## src/hw/clk_supervisor_consts.svh

```systemverilog
/*
 * Constants of the clock selection and supervision block: register offsets,
 * field positions, reset values and timing counts.
 * Assumes inclusion by bare name from the design modules and the testbench.
 */
`ifndef CLK_SUPERVISOR_CONSTS_SVH
`define CLK_SUPERVISOR_CONSTS_SVH

// ==========================================================================
// Register byte offsets
`define OFF_CTRL      8'h00
`define OFF_DIV       8'h04
`define OFF_STATUS    8'h08
`define OFF_IRQ_STAT  8'h0C
`define OFF_IRQ_MASK  8'h10
`define OFF_BOOT      8'h14

// ==========================================================================
// Control fields
`define CTRL_SEL_LSB     0
`define CTRL_EXT_EN_BIT  2
`define CTRL_PLL_EN_BIT  3
`define CTRL_MON_EN_BIT  4
`define CTRL_USB_EN_BIT  5
`define CTRL_RESET       32'h0000_0000

// Divider fields: ahb [2:0], fast apb [6:4], slow apb [9:7]
`define DIV_AHB_LSB    0
`define DIV_FAST_LSB   4
`define DIV_SLOW_LSB   7
`define DIV_RESET      32'h0000_0000

// Interrupt bits
`define IRQ_EXT_FAIL   0
`define IRQ_PLL_FAIL   1

// ==========================================================================
// Monitor timing: an edge must appear within this many ns
`define MON_WINDOW_NS  1000
`define CLK_PERIOD_NS  10
`define MON_CYCLES     (`MON_WINDOW_NS / `CLK_PERIOD_NS)

`endif

```

## src/hw/clk_supervisor_pkg.sv

```systemverilog
/*
 * Types of the clock selection and supervision block.
 * Assumes nothing beyond the constants header.
 */
package clk_supervisor_pkg;
	// System clock source selection
	typedef enum logic [1:0] {
		SRC_INTERNAL = 2'b00,
		SRC_EXTERNAL = 2'b01,
		SRC_PLL      = 2'b10
	} clk_src_t;

	// Boot target from the boot pins
	typedef enum logic [1:0] {
		BOOT_USER_FLASH = 2'b00,
		BOOT_SYSTEM_MEM = 2'b01,
		BOOT_SRAM       = 2'b11
	} boot_sel_t;

	// One-hot state of the clock switch
	typedef enum logic [2:0] {
		ST_INTERNAL = 3'b001,
		ST_EXTERNAL = 3'b010,
		ST_PLL      = 3'b100
	} sw_state_t;
endpackage

```

## src/hw/clk_activity_monitor.sv

```systemverilog
/*
 * Activity monitor: watches a sampled clock-present toggle and reports a
 * one-cycle failure pulse when no change is seen within the window.
 * Assumes the watched level is synchronous to hclk.
 */
`timescale 1ns/10ps
`include "clk_supervisor_consts.svh"
module clk_activity_monitor #(
	parameter int WINDOW = `MON_CYCLES
) (
	// Clock and reset
	input  wire logic hclk,
	input  wire logic hresetn,
	// Watch
	input  wire logic enable,
	input  wire logic activity,
	output logic      fail_pulse
);
	logic [15:0] cnt_q;
	logic        last_q;
	logic        fired_q;

	// ==========================================================================
	// Count cycles since the last change; fire once per outage
	always_ff @(posedge hclk or negedge hresetn) begin
		if (!hresetn) begin
			cnt_q   <= 16'h0000;
			last_q  <= 1'b0;
			fired_q <= 1'b0;
		end else begin
			last_q <= activity;
			if (!enable || activity != last_q) begin
				cnt_q   <= 16'h0000;
				fired_q <= 1'b0;
			end else if (cnt_q >= 16'(WINDOW - 1)) begin
				fired_q <= 1'b1;
			end else begin
				cnt_q <= cnt_q + 16'h0001;
			end
		end
	end

	// Pulse only on the first cycle the count reaches the window
	assign fail_pulse = enable && !fired_q && activity == last_q
		&& cnt_q >= 16'(WINDOW - 1);

	property p_fire_once;
		@(posedge hclk) disable iff (!hresetn)
		fail_pulse |=> !fail_pulse;
	endproperty
	a_fire_once: assert property (p_fire_once)
		else $error("monitor fired twice");
endmodule // clk_activity_monitor

```

## src/hw/clk_supervisor.sv

```systemverilog
/*
 * Clock selection and supervision: system clock switch with failover to the
 * internal RC, failure interrupts, bus dividers as enables, USB gating,
 * a fixed flash-interface clock and boot pin capture. AHB-Lite slave.
 * Assumes oscillator activity toggles arrive synchronous to hclk.
 */
`timescale 1ns/10ps
`include "clk_supervisor_consts.svh"
module clk_supervisor
	import clk_supervisor_pkg::*;
#(
	parameter int MON_WINDOW = `MON_CYCLES
) (
	// Clock and reset
	input  wire logic        hclk,
	input  wire logic        hresetn,
	// AHB-Lite slave
	input  wire logic        hsel,
	input  wire logic [7:0]  haddr,
	input  wire logic [1:0]  htrans,
	input  wire logic        hwrite,
	input  wire logic [2:0]  hsize,
	input  wire logic [31:0] hwdata,
	input  wire logic        hready,
	output logic [31:0]      hrdata,
	output logic             hreadyout,
	output logic             hresp,
	// Oscillator activity (toggles while running) and PLL lock
	input  wire logic        external_hs_oscillator,
	input  wire logic        pll_activity,
	input  wire logic        pll_locked,
	// Boot pins
	input  wire logic [1:0]  boot_pins,
	// Clock outputs, boot target and interrupt
	output logic [1:0]       sysclk_sel,
	output logic             flash_iface_clock,
	output logic             usb_function_clock,
	output logic             ahb_clk_en,
	output logic             fast_peripheral_bus,
	output logic             slow_peripheral_bus,
	output logic [1:0]       boot_target,
	output logic             irq
);
	// ==========================================================================
	// Registers
	logic [31:0] ctrl_q;
	logic [31:0] div_q;
	logic [1:0]  irq_stat_q;
	logic [1:0]  irq_mask_q;
	logic        fallback_q;
	sw_state_t   st_q;
	boot_sel_t   boot_q;
	logic        boot_taken_q;
	logic        ext_fail;
	logic        pll_fail;
	logic        ext_mon_en;
	logic        pll_mon_en;

	// Bus data phase capture
	logic        dp_wr_q;
	logic        dp_rd_q;
	logic [7:0]  dp_addr_q;
	logic        wr_sel;
	logic [1:0]  req_src;

	// Function: two log2 steps added; held at 7 so a large sum never wraps fast
	function automatic logic [2:0] div_sum(input logic [2:0] x, input logic [2:0] y);
		logic [3:0] s;
		s = {1'b0, x} + {1'b0, y};
		return s[3] ? 3'h7 : s[2:0];
	endfunction

	// Function: one cycle enable every 2**n cycles
	function automatic logic div_hit(input logic [7:0] c, input logic [2:0] n);
		logic [7:0] m;
		m = (8'h01 << n) - 8'h01;
		return (c & m) == 8'h00;
	endfunction

	// ==========================================================================
	// AHB-Lite address phase; zero wait states, always OKAY
	assign hreadyout = 1'b1;
	assign hresp     = 1'b0;

	always_ff @(posedge hclk or negedge hresetn) begin
		if (!hresetn) begin
			dp_wr_q   <= 1'b0;
			dp_rd_q   <= 1'b0;
			dp_addr_q <= 8'h00;
		end else if (hready) begin
			dp_wr_q   <= hsel && htrans[1] && hwrite;
			dp_rd_q   <= hsel && htrans[1] && !hwrite;
			dp_addr_q <= haddr;
		end
	end

	// Read mux, registered is unnecessary: data phase is one cycle
	always_comb begin
		hrdata = 32'h0000_0000;
		if (dp_rd_q) begin
			unique case (dp_addr_q)
				`OFF_CTRL:     hrdata = ctrl_q;
				`OFF_DIV:      hrdata = div_q;
				`OFF_STATUS:   hrdata = {26'h0, fallback_q, pll_locked, st_q[2],
					st_q[1], sysclk_sel};
				`OFF_IRQ_STAT: hrdata = {30'h0, irq_stat_q};
				`OFF_IRQ_MASK: hrdata = {30'h0, irq_mask_q};
				`OFF_BOOT:     hrdata = {30'h0, boot_q};
				default:       hrdata = 32'h0000_0000;
			endcase
		end
	end

	assign wr_sel  = dp_wr_q && dp_addr_q == `OFF_CTRL;
	assign req_src = hwdata[`CTRL_SEL_LSB +: 2];

	// ==========================================================================
	// Control and divider registers
	always_ff @(posedge hclk or negedge hresetn) begin
		if (!hresetn) begin
			ctrl_q <= `CTRL_RESET;
			div_q  <= `DIV_RESET;
		end else begin
			if (wr_sel)
				ctrl_q <= {26'h0, hwdata[5:0]};
			if (dp_wr_q && dp_addr_q == `OFF_DIV)
				div_q <= {22'h0, hwdata[9:0]};
			// Failover rewrites the selection so a read shows internal RC;
			// it beats a same-cycle write, as the clock switch does
			if (ext_fail || pll_fail)
				ctrl_q[`CTRL_SEL_LSB +: 2] <= SRC_INTERNAL;
		end
	end

	// ==========================================================================
	// Supervision of external oscillator and PLL input
	assign ext_mon_en = ctrl_q[`CTRL_MON_EN_BIT] && ctrl_q[`CTRL_EXT_EN_BIT]
		&& st_q != ST_INTERNAL;
	assign pll_mon_en = ctrl_q[`CTRL_MON_EN_BIT] && ctrl_q[`CTRL_PLL_EN_BIT]
		&& st_q == ST_PLL;

	clk_activity_monitor #(
		.WINDOW(MON_WINDOW)
	) u_ext_mon (
		.hclk      (hclk),
		.hresetn   (hresetn),
		.enable    (ext_mon_en),
		.activity  (external_hs_oscillator),
		.fail_pulse(ext_fail)
	);

	clk_activity_monitor #(
		.WINDOW(MON_WINDOW)
	) u_pll_mon (
		.hclk      (hclk),
		.hresetn   (hresetn),
		.enable    (pll_mon_en),
		.activity  (pll_activity),
		.fail_pulse(pll_fail)
	);

	// ==========================================================================
	// Clock switch; failure wins over a same-cycle selection write
	always_ff @(posedge hclk or negedge hresetn) begin
		if (!hresetn) begin
			st_q       <= ST_INTERNAL;
			fallback_q <= 1'b0;
		end else if (ext_fail || pll_fail) begin
			st_q       <= ST_INTERNAL;
			fallback_q <= 1'b1;
		end else if (wr_sel) begin
			fallback_q <= 1'b0;
			unique case (req_src)
				SRC_EXTERNAL: st_q <= hwdata[`CTRL_EXT_EN_BIT] ? ST_EXTERNAL : ST_INTERNAL;
				SRC_PLL:      st_q <= (hwdata[`CTRL_PLL_EN_BIT] && pll_locked) ?
					ST_PLL : ST_INTERNAL;
				default:      st_q <= ST_INTERNAL;
			endcase
		end
	end

	always_comb begin
		unique case (st_q)
			ST_EXTERNAL: sysclk_sel = SRC_EXTERNAL;
			ST_PLL:      sysclk_sel = SRC_PLL;
			default:     sysclk_sel = SRC_INTERNAL;
		endcase
	end

	// Flash interface never follows the system switch
	assign flash_iface_clock = 1'b1;

	// USB clock only with external oscillator and PLL both on
	assign usb_function_clock = ctrl_q[`CTRL_USB_EN_BIT] && ctrl_q[`CTRL_EXT_EN_BIT]
		&& ctrl_q[`CTRL_PLL_EN_BIT] && pll_locked;

	// ==========================================================================
	// Interrupt status: set wins over write-one-to-clear
	always_ff @(posedge hclk or negedge hresetn) begin
		if (!hresetn) begin
			irq_stat_q <= 2'b00;
			irq_mask_q <= 2'b00;
		end else begin
			if (dp_wr_q && dp_addr_q == `OFF_IRQ_MASK)
				irq_mask_q <= hwdata[1:0];
			irq_stat_q <= ((dp_wr_q && dp_addr_q == `OFF_IRQ_STAT) ?
				(irq_stat_q & ~hwdata[1:0]) : irq_stat_q)
				| {pll_fail, ext_fail};
		end
	end

	assign irq = |(irq_stat_q & irq_mask_q);

	// ==========================================================================
	// Bus clock enables from a free-running count; fast/slow APB are
	// subdivisions of the AHB rate
	logic [7:0] div_cnt_q;
	always_ff @(posedge hclk or negedge hresetn) begin
		if (!hresetn)
			div_cnt_q <= 8'h00;
		else
			div_cnt_q <= div_cnt_q + 8'h01;
	end

	always_ff @(posedge hclk or negedge hresetn) begin
		if (!hresetn) begin
			ahb_clk_en          <= 1'b0;
			fast_peripheral_bus <= 1'b0;
			slow_peripheral_bus <= 1'b0;
		end else begin
			ahb_clk_en          <= div_hit(div_cnt_q, div_q[2:0]);
			fast_peripheral_bus <= div_hit(div_cnt_q, div_sum(div_q[2:0], div_q[6:4]));
			slow_peripheral_bus <= div_hit(div_cnt_q, div_sum(div_q[2:0], div_q[9:7]));
		end
	end

	// ==========================================================================
	// Boot pins captured at the first clock after reset release
	always_ff @(posedge hclk or negedge hresetn) begin
		if (!hresetn) begin
			boot_q       <= BOOT_USER_FLASH;
			boot_taken_q <= 1'b0;
		end else if (!boot_taken_q) begin
			boot_taken_q <= 1'b1;
			unique case (boot_pins)
				2'b01:   boot_q <= BOOT_SYSTEM_MEM;
				2'b11:   boot_q <= BOOT_SRAM;
				default: boot_q <= BOOT_USER_FLASH;
			endcase
		end
	end
	assign boot_target = boot_q;

	// ==========================================================================
	// Checks
	property p_fail_to_internal;
		@(posedge hclk) disable iff (!hresetn)
		(ext_fail || pll_fail) |=> sysclk_sel == SRC_INTERNAL && fallback_q;
	endproperty
	a_fail_to_internal: assert property (p_fail_to_internal)
		else $error("no fallback after failure");

	property p_irq_masked;
		@(posedge hclk) disable iff (!hresetn)
		(ext_fail && !irq_mask_q[0] && !irq_stat_q[1]) |=> !irq || irq_mask_q[0];
	endproperty
	a_irq_masked: assert property (p_irq_masked)
		else $error("interrupt raised while masked");

	property p_irq_raised;
		@(posedge hclk) disable iff (!hresetn)
		(ext_fail && irq_mask_q[0]) |=> irq;
	endproperty
	a_irq_raised: assert property (p_irq_raised)
		else $error("enabled failure gave no interrupt");

	property p_pll_flag;
		@(posedge hclk) disable iff (!hresetn)
		pll_fail |=> irq_stat_q[1];
	endproperty
	a_pll_flag: assert property (p_pll_flag)
		else $error("pll failure not flagged");

	property p_ext_flag;
		@(posedge hclk) disable iff (!hresetn)
		ext_fail |=> irq_stat_q[0];
	endproperty
	a_ext_flag: assert property (p_ext_flag)
		else $error("external failure not flagged");

	property p_fallback_clear;
		@(posedge hclk) disable iff (!hresetn)
		(wr_sel && !ext_fail && !pll_fail) |=> !fallback_q;
	endproperty
	a_fallback_clear: assert property (p_fallback_clear)
		else $error("fallback kept after reselect");

	property p_sticky;
		@(posedge hclk) disable iff (!hresetn)
		(fallback_q && !wr_sel) |=> fallback_q && sysclk_sel == SRC_INTERNAL;
	endproperty
	a_sticky: assert property (p_sticky)
		else $error("fallback left without software");

	property p_usb_gate;
		@(posedge hclk) disable iff (!hresetn)
		usb_function_clock |-> ctrl_q[`CTRL_EXT_EN_BIT] && ctrl_q[`CTRL_PLL_EN_BIT];
	endproperty
	a_usb_gate: assert property (p_usb_gate)
		else $error("usb clock without oscillator and pll");

	property p_boot_stable;
		@(posedge hclk) disable iff (!hresetn)
		boot_taken_q |=> $stable(boot_q);
	endproperty
	a_boot_stable: assert property (p_boot_stable)
		else $error("boot target changed after startup");

	property p_ahb_en;
		@(posedge hclk) disable iff (!hresetn)
		div_q[2:0] == 3'h0 |=> ahb_clk_en;
	endproperty
	a_ahb_en: assert property (p_ahb_en)
		else $error("undivided ahb enable missing");

	property p_reset_internal;
		@(posedge hclk) $rose(hresetn) |-> sysclk_sel == SRC_INTERNAL;
	endproperty
	a_reset_internal: assert property (p_reset_internal)
		else $error("not on internal rc after reset");
endmodule // clk_supervisor

```

## config.mk

```make
export PLATFORM = sky130hd
export DESIGN_NAME = clk_supervisor
export DESIGN_NICKNAME = d
export VERILOG_FILES = /design/src/hw/clk_supervisor_pkg.sv /design/src/hw/clk_activity_monitor.sv /design/src/hw/clk_supervisor.sv
export VERILOG_INCLUDE_DIRS = /design/src /design/src/hw
export SDC_FILE = /design/constraint.sdc
export NUM_CORES = 1
export LEC_CHECK = 0
export ABC_CLOCK_PERIOD_IN_PS = 3000
export BUFFER_PORTS_ARGS = -buffer_cell sky130_fd_sc_hd__buf_4
export CORE_MARGIN = 8
export CORE_UTILIZATION = 55
export CTS_CLUSTER_SIZE = 12
export DETAILED_ROUTE_END_ITERATION = 10
export HOLD_SLACK_MARGIN = 0.05
export PLACE_DENSITY = 0.81
export SLEW_MARGIN = 20
export SYNTH_ARGS = -nofsm -noshare
export SYNTH_HDL_FRONTEND = slang
export SYNTH_SLANG_ARGS = --single-unit
```

## constraint.sdc

```tcl
create_clock -name hclk -period 3 [get_ports hclk]
set_input_delay 0.15 -clock hclk [delete_from_list [all_inputs] [get_ports hclk]]
set_output_delay 0.15 -clock hclk [all_outputs]
set_load 0.05 [all_outputs]
```

==> impl_metrics.py, run 1 <==
metrics = {
    "run_status": {
        "run_status": "finished, final reports clean",
    },
    "pwr": {
        "power_leakage_nw": 2.51,
        "irDropWorstVdd_v": 0.000317,
        "p_per_area_mw_per_mm2": 487,
    },
    "cts": {
        "clock-sinks": 83,
        "cts_root_buf": "clkbuf_8",
        "ctsHtreeMaxLevel": 3,
        "cts-buffers-inserted": 9,
        "postCtsSetupBuffers": 0,
        "clk_pin_slew_worst_paths_ns": 0.09,
        "clock_tree_from_tritoncts": "yes",
        "cts_buffer_depth": 2,
        "clock_latency_ns": 0.36,
    },
    "yosys": {
        "post_synth_fa_ha_maj_area_fraction_pct": 4.78,
        "synth_flop_cell": "dfrtp_1",
        "syn-instance-count": 437,
        "synth.area.mux_share_pct": 9.66,
        "synth_edf_count": 0,
        "synth_area_mm2": 0.00451,
        "synthesis.area_per_instance_um2": 10.3,
        "synth-seq-area-share_pct": 46.1,
        "postSynth.asyncResetShare_pct": 100,
        "dominant_combinational_cell_family_by_area_after_synthesis": "simple AND/OR/NAND/NOR gates",
        "post_synth_and_or_nand_nor_area_fraction_pct": 18.9,
        "ys_warn_count": 0,
        "synth-compound-area-share_pct": 9.27,
        "synth_cell_type_count": 60,
        "synth_seq_cells": 83,
        "synth-xor-area-share_pct": 4.08,
    },
    "setup_path": {
        "cells_traversed_along_the_worst_timing_path": "ha_1 > fa_2 > nor2_1 > a21oi_1 > or4b_2 > ha_1 > nor4_1 > mux2i_1 > nand3_1 > a211oi_2",
        "critPathLaunchType": "flip-flop",
        "crit_type": "flip-flop to flip-flop",
        "critPathMaxStageDelay_ns": 0.63,
        "crit_path_top_delay_cell": "or4b_2",
        "required_time_at_the_worst_slack_endpoint_ns": 3.24,
        "worst-path-max-fanout": 5,
        "setup.worst_path.end_class": "flip-flop",
        "crit_path_frequent_cell": "ha_1",
        "timing.critical_path.arrival_ns": 3.09,
    },
    "floorplan": {
        "fp.dieArea_mm2": 0.0113,
        "top_level_ports": 99,
        "fp.coreArea_mm2": 0.00809,
        "initial_utilization_pct": 55.7,
        "die_h_um": 107,
        "std_cell_rows": 33,
        "die_x_um": 107,
    },
    "route": {
        "dr.pass1.iters": 4,
        "via_density_per_instance": 5.50,
        "post_drt_wl_per_cell_um": 16.0,
        "totalWireLength_um": 9850,
        "detail_route.drc_violations": 0,
        "detail_route.iter0.violations": 144,
        "route.vias.total": 3385,
        "ant_nets": 0,
    },
    "global_route": {
        "global_route.overflow_total": 0,
        "grt_max_degree": 84,
        "grt_pass1_vias": 3528,
        "grt_first_pass_wirelength_um": 16900,
        "grt_util_all_layers_pct": 18.4,
        "number_of_antenna_violations_at_the_first_check_in_global_routing": 0,
    },
    "final_layout": {
        "nNetsFinal": 577,
        "final_layout_size_suffix_gt1_share_pct": 20.4,
        "fillers": 611,
        "area.growth.synth_to_final_pct": 17.9,
        "layout.cells.non_filler": 616,
        "seq_area_mm2": 0.00208,
        "multi_input_area_mm2": 0.00221,
        "antenna_cells": 0,
        "finish.utilization_pct": 65.7,
    },
    "sta": {
        "period_minus_slack_ns": 2.86,
        "final_min_period_over_clock_period_pct": 95.3,
        "max_fclk_mhz": 350,
        "hold_slack_ns": 0.0709,
        "totalNegativeSetupSlack_ns": 0,
        "worst_clock_skew_ns": 0.00834,
        "final-setup-viol-count": 0,
        "report.final.hold_viol_count": 0,
        "rsz0062_at_grt": "no",
        "max_slew.worst_pin.slew_ns": 0.725,
        "timing.final.ws_setup_ns": 0.142,
        "headroom_to_the_max_slew_limit_pct": 51.7,
        "final-max-slew-violation-count": 0,
    },
    "placement": {
        "dp_slack_ns": 0.0877,
        "count_of_input_and_output_buffers": 47,
        "hpwlAfterDp_um": 7160,
        "dpl.cell_count": 579,
        "routability_congestion": 0.888,
    },
    "min_path": {
        "hold_path_class": "input pin to flip-flop",
    },
    "job": {
        "cap_viol_max_count": 0,
    },
}
==> cell families (layout without fill, tap and decap cells) <==
group | Yosys count | after routing
multiplexers | 35 | 35
adder cells (fa/ha/maj) | 16 | 16
buffers and inverters | 57 | 107
flip-flops | 83 | 83
XOR/XNOR | 21 | 21
AND/OR/NAND/NOR | 158 | 158
other | 2 | 26
AO/OA/AOI/OAI | 65 | 65
==> synth_stat cells, types with 3 or more instances <==
master | n | share of area (%)
a221oi_1 | 3 | 0.58
and3_1 | 5 | 0.69
nand4_1 | 5 | 0.69
clkbuf_1 | 15 | 1.2
nor2_1 | 42 | 3.5
inv_1 | 15 | 1.2
mux2i_1 | 12 | 2.7
a211oi_1 | 3 | 0.50
and4_1 | 3 | 0.58
or3_1 | 5 | 0.69
a21oi_1 | 18 | 2.0
o21ai_0 | 16 | 1.8
nand3_1 | 9 | 1.0
dfrtp_1 | 82 | 46
xor2_1 | 6 | 1.2
and2_1 | 23 | 3.2
buf_4 | 25 | 4.2
a21o_1 | 3 | 0.50
o211ai_1 | 3 | 0.50
mux2_2 | 12 | 3.0
nor2b_1 | 3 | 0.42
nand2_1 | 27 | 2.2
nand2b_1 | 4 | 0.56
xnor2_1 | 15 | 2.9
nor4_1 | 7 | 0.97
ha_1 | 14 | 3.9
nor3_1 | 9 | 1.0
mux2_4 | 9 | 3.0
nor3b_1 | 5 | 0.83
==> power by group <==
part           internal (mW)  leakage [nW]  switching [mW]
combinational          0.212          1.34           0.317
sequential              1.17          1.06          0.0536
clock                  0.400         0.108           0.440
total                   1.78          2.51           0.811
==> flip-flops by register name, summed over array words and instances, names as in the netlist, 2 cells and up <==
name / flops
div_q: 10
u_pll_mon.cnt_q: 16
dp_addr_q: 8
ctrl_q: 6
irq_mask_q: 2
boot_target: 2
st_q: 3
u_ext_mon.cnt_q: 16
irq_stat_q: 2
div_cnt_q: 7
==> cell usage in the layout (no fill, tap or decap), types with 6 or more instances in the layout <==
cell type	synthesis	final
a21oi_1	18	18
and2_1	23	23
buf_4	25	54
clkbuf_8	0	9
conb_1	2	26
dfrtp_1	82	82
dlygate4sd3_1	0	21
ha_1	14	13
inv_1	15	15
mux2_2	12	12
mux2_4	9	9
mux2i_1	12	12
nand2_1	27	27
nand3_1	9	9
nor2_1	42	42
nor3_1	9	9
nor4_1	7	7
o21ai_0	16	16
xnor2_1	15	15
xor2_1	6	6
==> per-stage QoR <==
| step | instance area (µm²) | power [mW] |
|---|---|---|
| 2_1_floorplan | 4600 | 1.61 |
| 4_1_cts | 5300 | 2.60 |
| 3_5_place_dp | 4880 | 1.74 |
| 6_report | 5310 | 2.59 |
| 5_1_grt | 5310 | 2.70 |
| 3_3_place_gp | 4880 | 1.72 |
==> what timing repair did <==
item / 4_1_cts / 5_1_grt
resized for setup: 0 / 3
endpoints found under the setup margin: 0 / 2
hold endpoints to repair: 104 / 0
hold buffers: 21 / 0
==> routing by layer <==
metal / vias to the layer above / wire, µm / part of all wire [%] / global-route usage (%)
met3: 15 / 592 / 6.0 / 4.17
met2: 94 / 5060 / 51 / 31.3
li1: 1620 / - / - / -
met1: 1656 / 4060 / 41 / 21.7
met5: - / 0 / 0 / 0
met4: 0 / 146 / 1.5 / 8.04
==> critical path: cells and delay by family, from the launching register on <==
family / cells / cell delay (ns)
simple gates: 4 / 1.18
fa+ha+maj: 3 / 0.88
flops: 1 / 0.44
compound gates: 2 / 0.12
mux: 1 / 0.11
==> area by class of cell <==
cell class,count,area share [%]
well taps,105,2.47
clock inverters,7,1.58
inverters,15,1.06
flip-flops and latches,83,39.1
clock buffers,9,2.33
multi-input cells,321,41.7
repair buffers,76,11.8
==> worst paths after layout <==
check                               startpoint             endpoint  slack, ns  cells past startpoint
setup / recovery                      div_q[0]  fast_peripheral_bus       0.14                     10
hold / removal                       hwdata[1]        irq_mask_q[1]       0.07                      2
setup reg to reg                      div_q[0]  fast_peripheral_bus       0.14                     10
hold reg to reg            u_ext_mon.cnt_q[12]  u_ext_mon.cnt_q[12]       0.48                      1
max in group asynchronous              hresetn  slow_peripheral_bus       2.12                      2
min in group asynchronous              hresetn   u_pll_mon.cnt_q[7]       0.37                      2
Power figures use the tool's default switching activity.
==> run 2: changes to the inputs <==
==> constraint.sdc (replaced) <==
create_clock -name hclk -period 3 [get_ports hclk]
set_input_delay 0 -clock hclk [delete_from_list [all_inputs] [get_ports hclk]]
set_output_delay 0 -clock hclk [all_outputs]
set_load 0.05 [all_outputs]
==> run 2 against run 1 <==
Setup slack worse by 0.012 ns. Cell count is 3.1% higher. Clock skew is 0.0093 ns higher. Critical endpoint unchanged. Global-route usage is 0.78 points higher. Register-to-register slack hardly changed. Non-clock buffer count is 19 higher. Total power is 1.2% lower. Sequential power hardly changed. Hold slack better by 0.18 ns. Sequential share of layout area is 1.3 points lower.
==> impl_metrics.py, run 2 (synthesized netlist as in run 1, its figures left out) <==
metrics = {
    "run_status": {
        "run_status": "finished, final reports clean",
    },
    "global_route": {
        "number_of_antenna_violations_at_the_first_check_in_global_routing": 0,
        "grt_util_all_layers_pct": 19.1,
        "grt_first_pass_wirelength_um": 17600,
        "grt_pass1_vias": 3557,
        "global_route.overflow_total": 0,
        "grt_max_degree": 84,
    },
    "final_layout": {
        "mostFrequentLayoutCells": "dfrtp_1, buf_4, nor2_1, dlygate4sd3_1, nand2_1",
        "antenna_cells": 0,
        "layout.cells.non_filler": 635,
        "layout.cells.most_common": "dfrtp_1",
        "biggestRegsByFlops": "u_ext_mon.cnt_q: 16 flops, u_pll_mon.cnt_q: 16 flops, div_q: 10 flops",
        "area.growth.synth_to_final_pct": 21.9,
        "fillers": 602,
        "nNetsFinal": 596,
        "final_layout_size_suffix_gt1_share_pct": 20.2,
    },
    "setup_path": {
        "crit_type": "flip-flop to flip-flop",
        "critPathLaunchType": "flip-flop",
        "timing.critical_path.arrival_ns": 3.13,
        "worstSetupStartpoint": "div_q[0]",
        "timing.rr.start": "div_q[0]",
        "worst-path-max-fanout": 5,
        "r2r-end": "fast_peripheral_bus",
        "required_time_at_the_worst_slack_endpoint_ns": 3.26,
        "setup.worst_path.end_class": "flip-flop",
        "worst-r2r-cell-count": 10,
        "rrSetupSlack_ns": 0.13,
    },
    "sta": {
        "period_minus_slack_ns": 2.87,
        "final-max-slew-violation-count": 0,
        "max_fclk_mhz": 349,
        "headroom_to_the_max_slew_limit_pct": 50.1,
        "final_min_period_over_clock_period_pct": 95.6,
        "report.final.hold_viol_count": 0,
        "max_slew.worst_pin.slew_ns": 0.748,
        "worst_clock_skew_ns": 0.0176,
        "final-setup-viol-count": 0,
    },
    "pwr": {
        "power_leakage_nw": 2.58,
        "irDropWorstVdd_v": 0.000285,
        "p_per_area_mw_per_mm2": 465,
        "power.total_mw": 2.56,
    },
    "route": {
        "dr.pass1.iters": 4,
        "detail_route.drc_violations": 0,
        "via_density_per_instance": 5.43,
        "route.met3.wl_um": 538,
        "totalWireLength_um": 10200,
        "detail_route.iter0.violations": 134,
        "ant_nets": 0,
        "routed-wl-met2_um": 5090,
        "topRoutingLayerUsed": "met4",
        "route.layer.met1.wl_um": 4390,
        "route.vias.total": 3445,
        "post_drt_wl_per_cell_um": 16.0,
    },
    "floorplan": {
        "die_x_um": 107,
        "fp.coreArea_mm2": 0.00809,
        "top_level_ports": 99,
        "fp.dieArea_mm2": 0.0113,
        "die_h_um": 107,
        "initial_utilization_pct": 55.7,
        "std_cell_rows": 33,
    },
    "cts": {
        "clock_tree_from_tritoncts": "yes",
        "cts_buffer_depth": 2,
        "postCtsSetupBuffers": 0,
        "clock-sinks": 83,
        "clock_latency_ns": 0.36,
        "cts-buffers-inserted": 9,
        "ctsHtreeMaxLevel": 3,
        "cts_root_buf": "clkbuf_8",
        "clk_pin_slew_worst_paths_ns": 0.10,
    },
    "placement": {
        "count_of_input_and_output_buffers": 47,
        "routability_congestion": 0.864,
        "hpwlAfterDp_um": 6920,
        "dpl.cell_count": 579,
    },
    "min_path": {
        "hold_path_class": "input pin to async pin",
    },
    "job": {
        "cap_viol_max_count": 0,
    },
}
## run 2: cell count changes in the layout (fill, tap and decap cells not counted), sizes merged
cell / delta
bufinv: -1
dlygate4sd3: +19
clkinv: -1
inv: +2
## run 2: per-stage QoR
stage / setup slack, ns / utilization [%] / cell area, µm² / TNS (ns) / hold slack (ns)
2_1_floorplan: 0.162 / - / 4600 / 0 / -0.296
3_3_place_gp: 0.157 / 60.3 / 4880 / 0 / 0.126
3_5_place_dp: 0.0789 / 60.3 / 4880 / 0 / 0.128
4_1_cts: 0.0653 / 67.6 / 5470 / 0 / 0.278
5_1_grt: -0.0666 / 67.9 / 5500 / -0.0666 / 0.281
6_report: 0.131 / 67.9 / 5500 / 0 / 0.249
## run 2: report_power, final
group | switching, mW | internal [mW]
clock | 0.452 | 0.324
sequential | 0.0559 | 1.17
combinational | 0.325 | 0.234
## run 2: what timing repair did
| action | CTS | global route |
|---|---|---|
| resized for setup | 0 | 6 |
| endpoints found under the setup margin | 0 | 2 |
| hold buffers | 40 | 0 |
| hold endpoints to repair | 115 | 0 |
## run 2: worst max-delay path, stage by stage (launching register included)
cell	delay [ns]
dfrtp_2	0.46
ha_1	0.24
fa_2	0.39
nor2_2	0.14
a21oi_1	0.07
or4b_2	0.63
ha_1	0.25
nor2b_1	0.16
mux2i_1	0.16
nand3_1	0.11
a211oi_1	0.19
## run 2: worst max path at each step
stage,endpoint,cells after the start,slack (ns)
after floorplan,hrdata[1],4,0.16
after global placement,fast_peripheral_bus,9,0.16
after detailed placement,fast_peripheral_bus,10,0.08
after CTS,fast_peripheral_bus,10,0.07
after global routing,fast_peripheral_bus,10,-0.07
final,fast_peripheral_bus,10,0.13
## run 2: per-layer routing
| metal | GRT usage, % | up-vias |
|---|---|---|
| li1 | - | 1654 |
| met1 | 23.6 | 1695 |
| met2 | 31.9 | 84 |
| met3 | 4.72 | 12 |
| met4 | 6.93 | 0 |
| met5 | 0 | - |
## run 2: cell type report
class	instances	area, µm²	area share (%)
multi-input combinational	321	2220	40.4
sequential	83	2080	37.8
timing repair buffer	95	817	14.9
tap	105	131	2.39
clock buffer	9	124	2.25
clock inverter	7	67.6	1.23
inverter	15	56.3	1.02
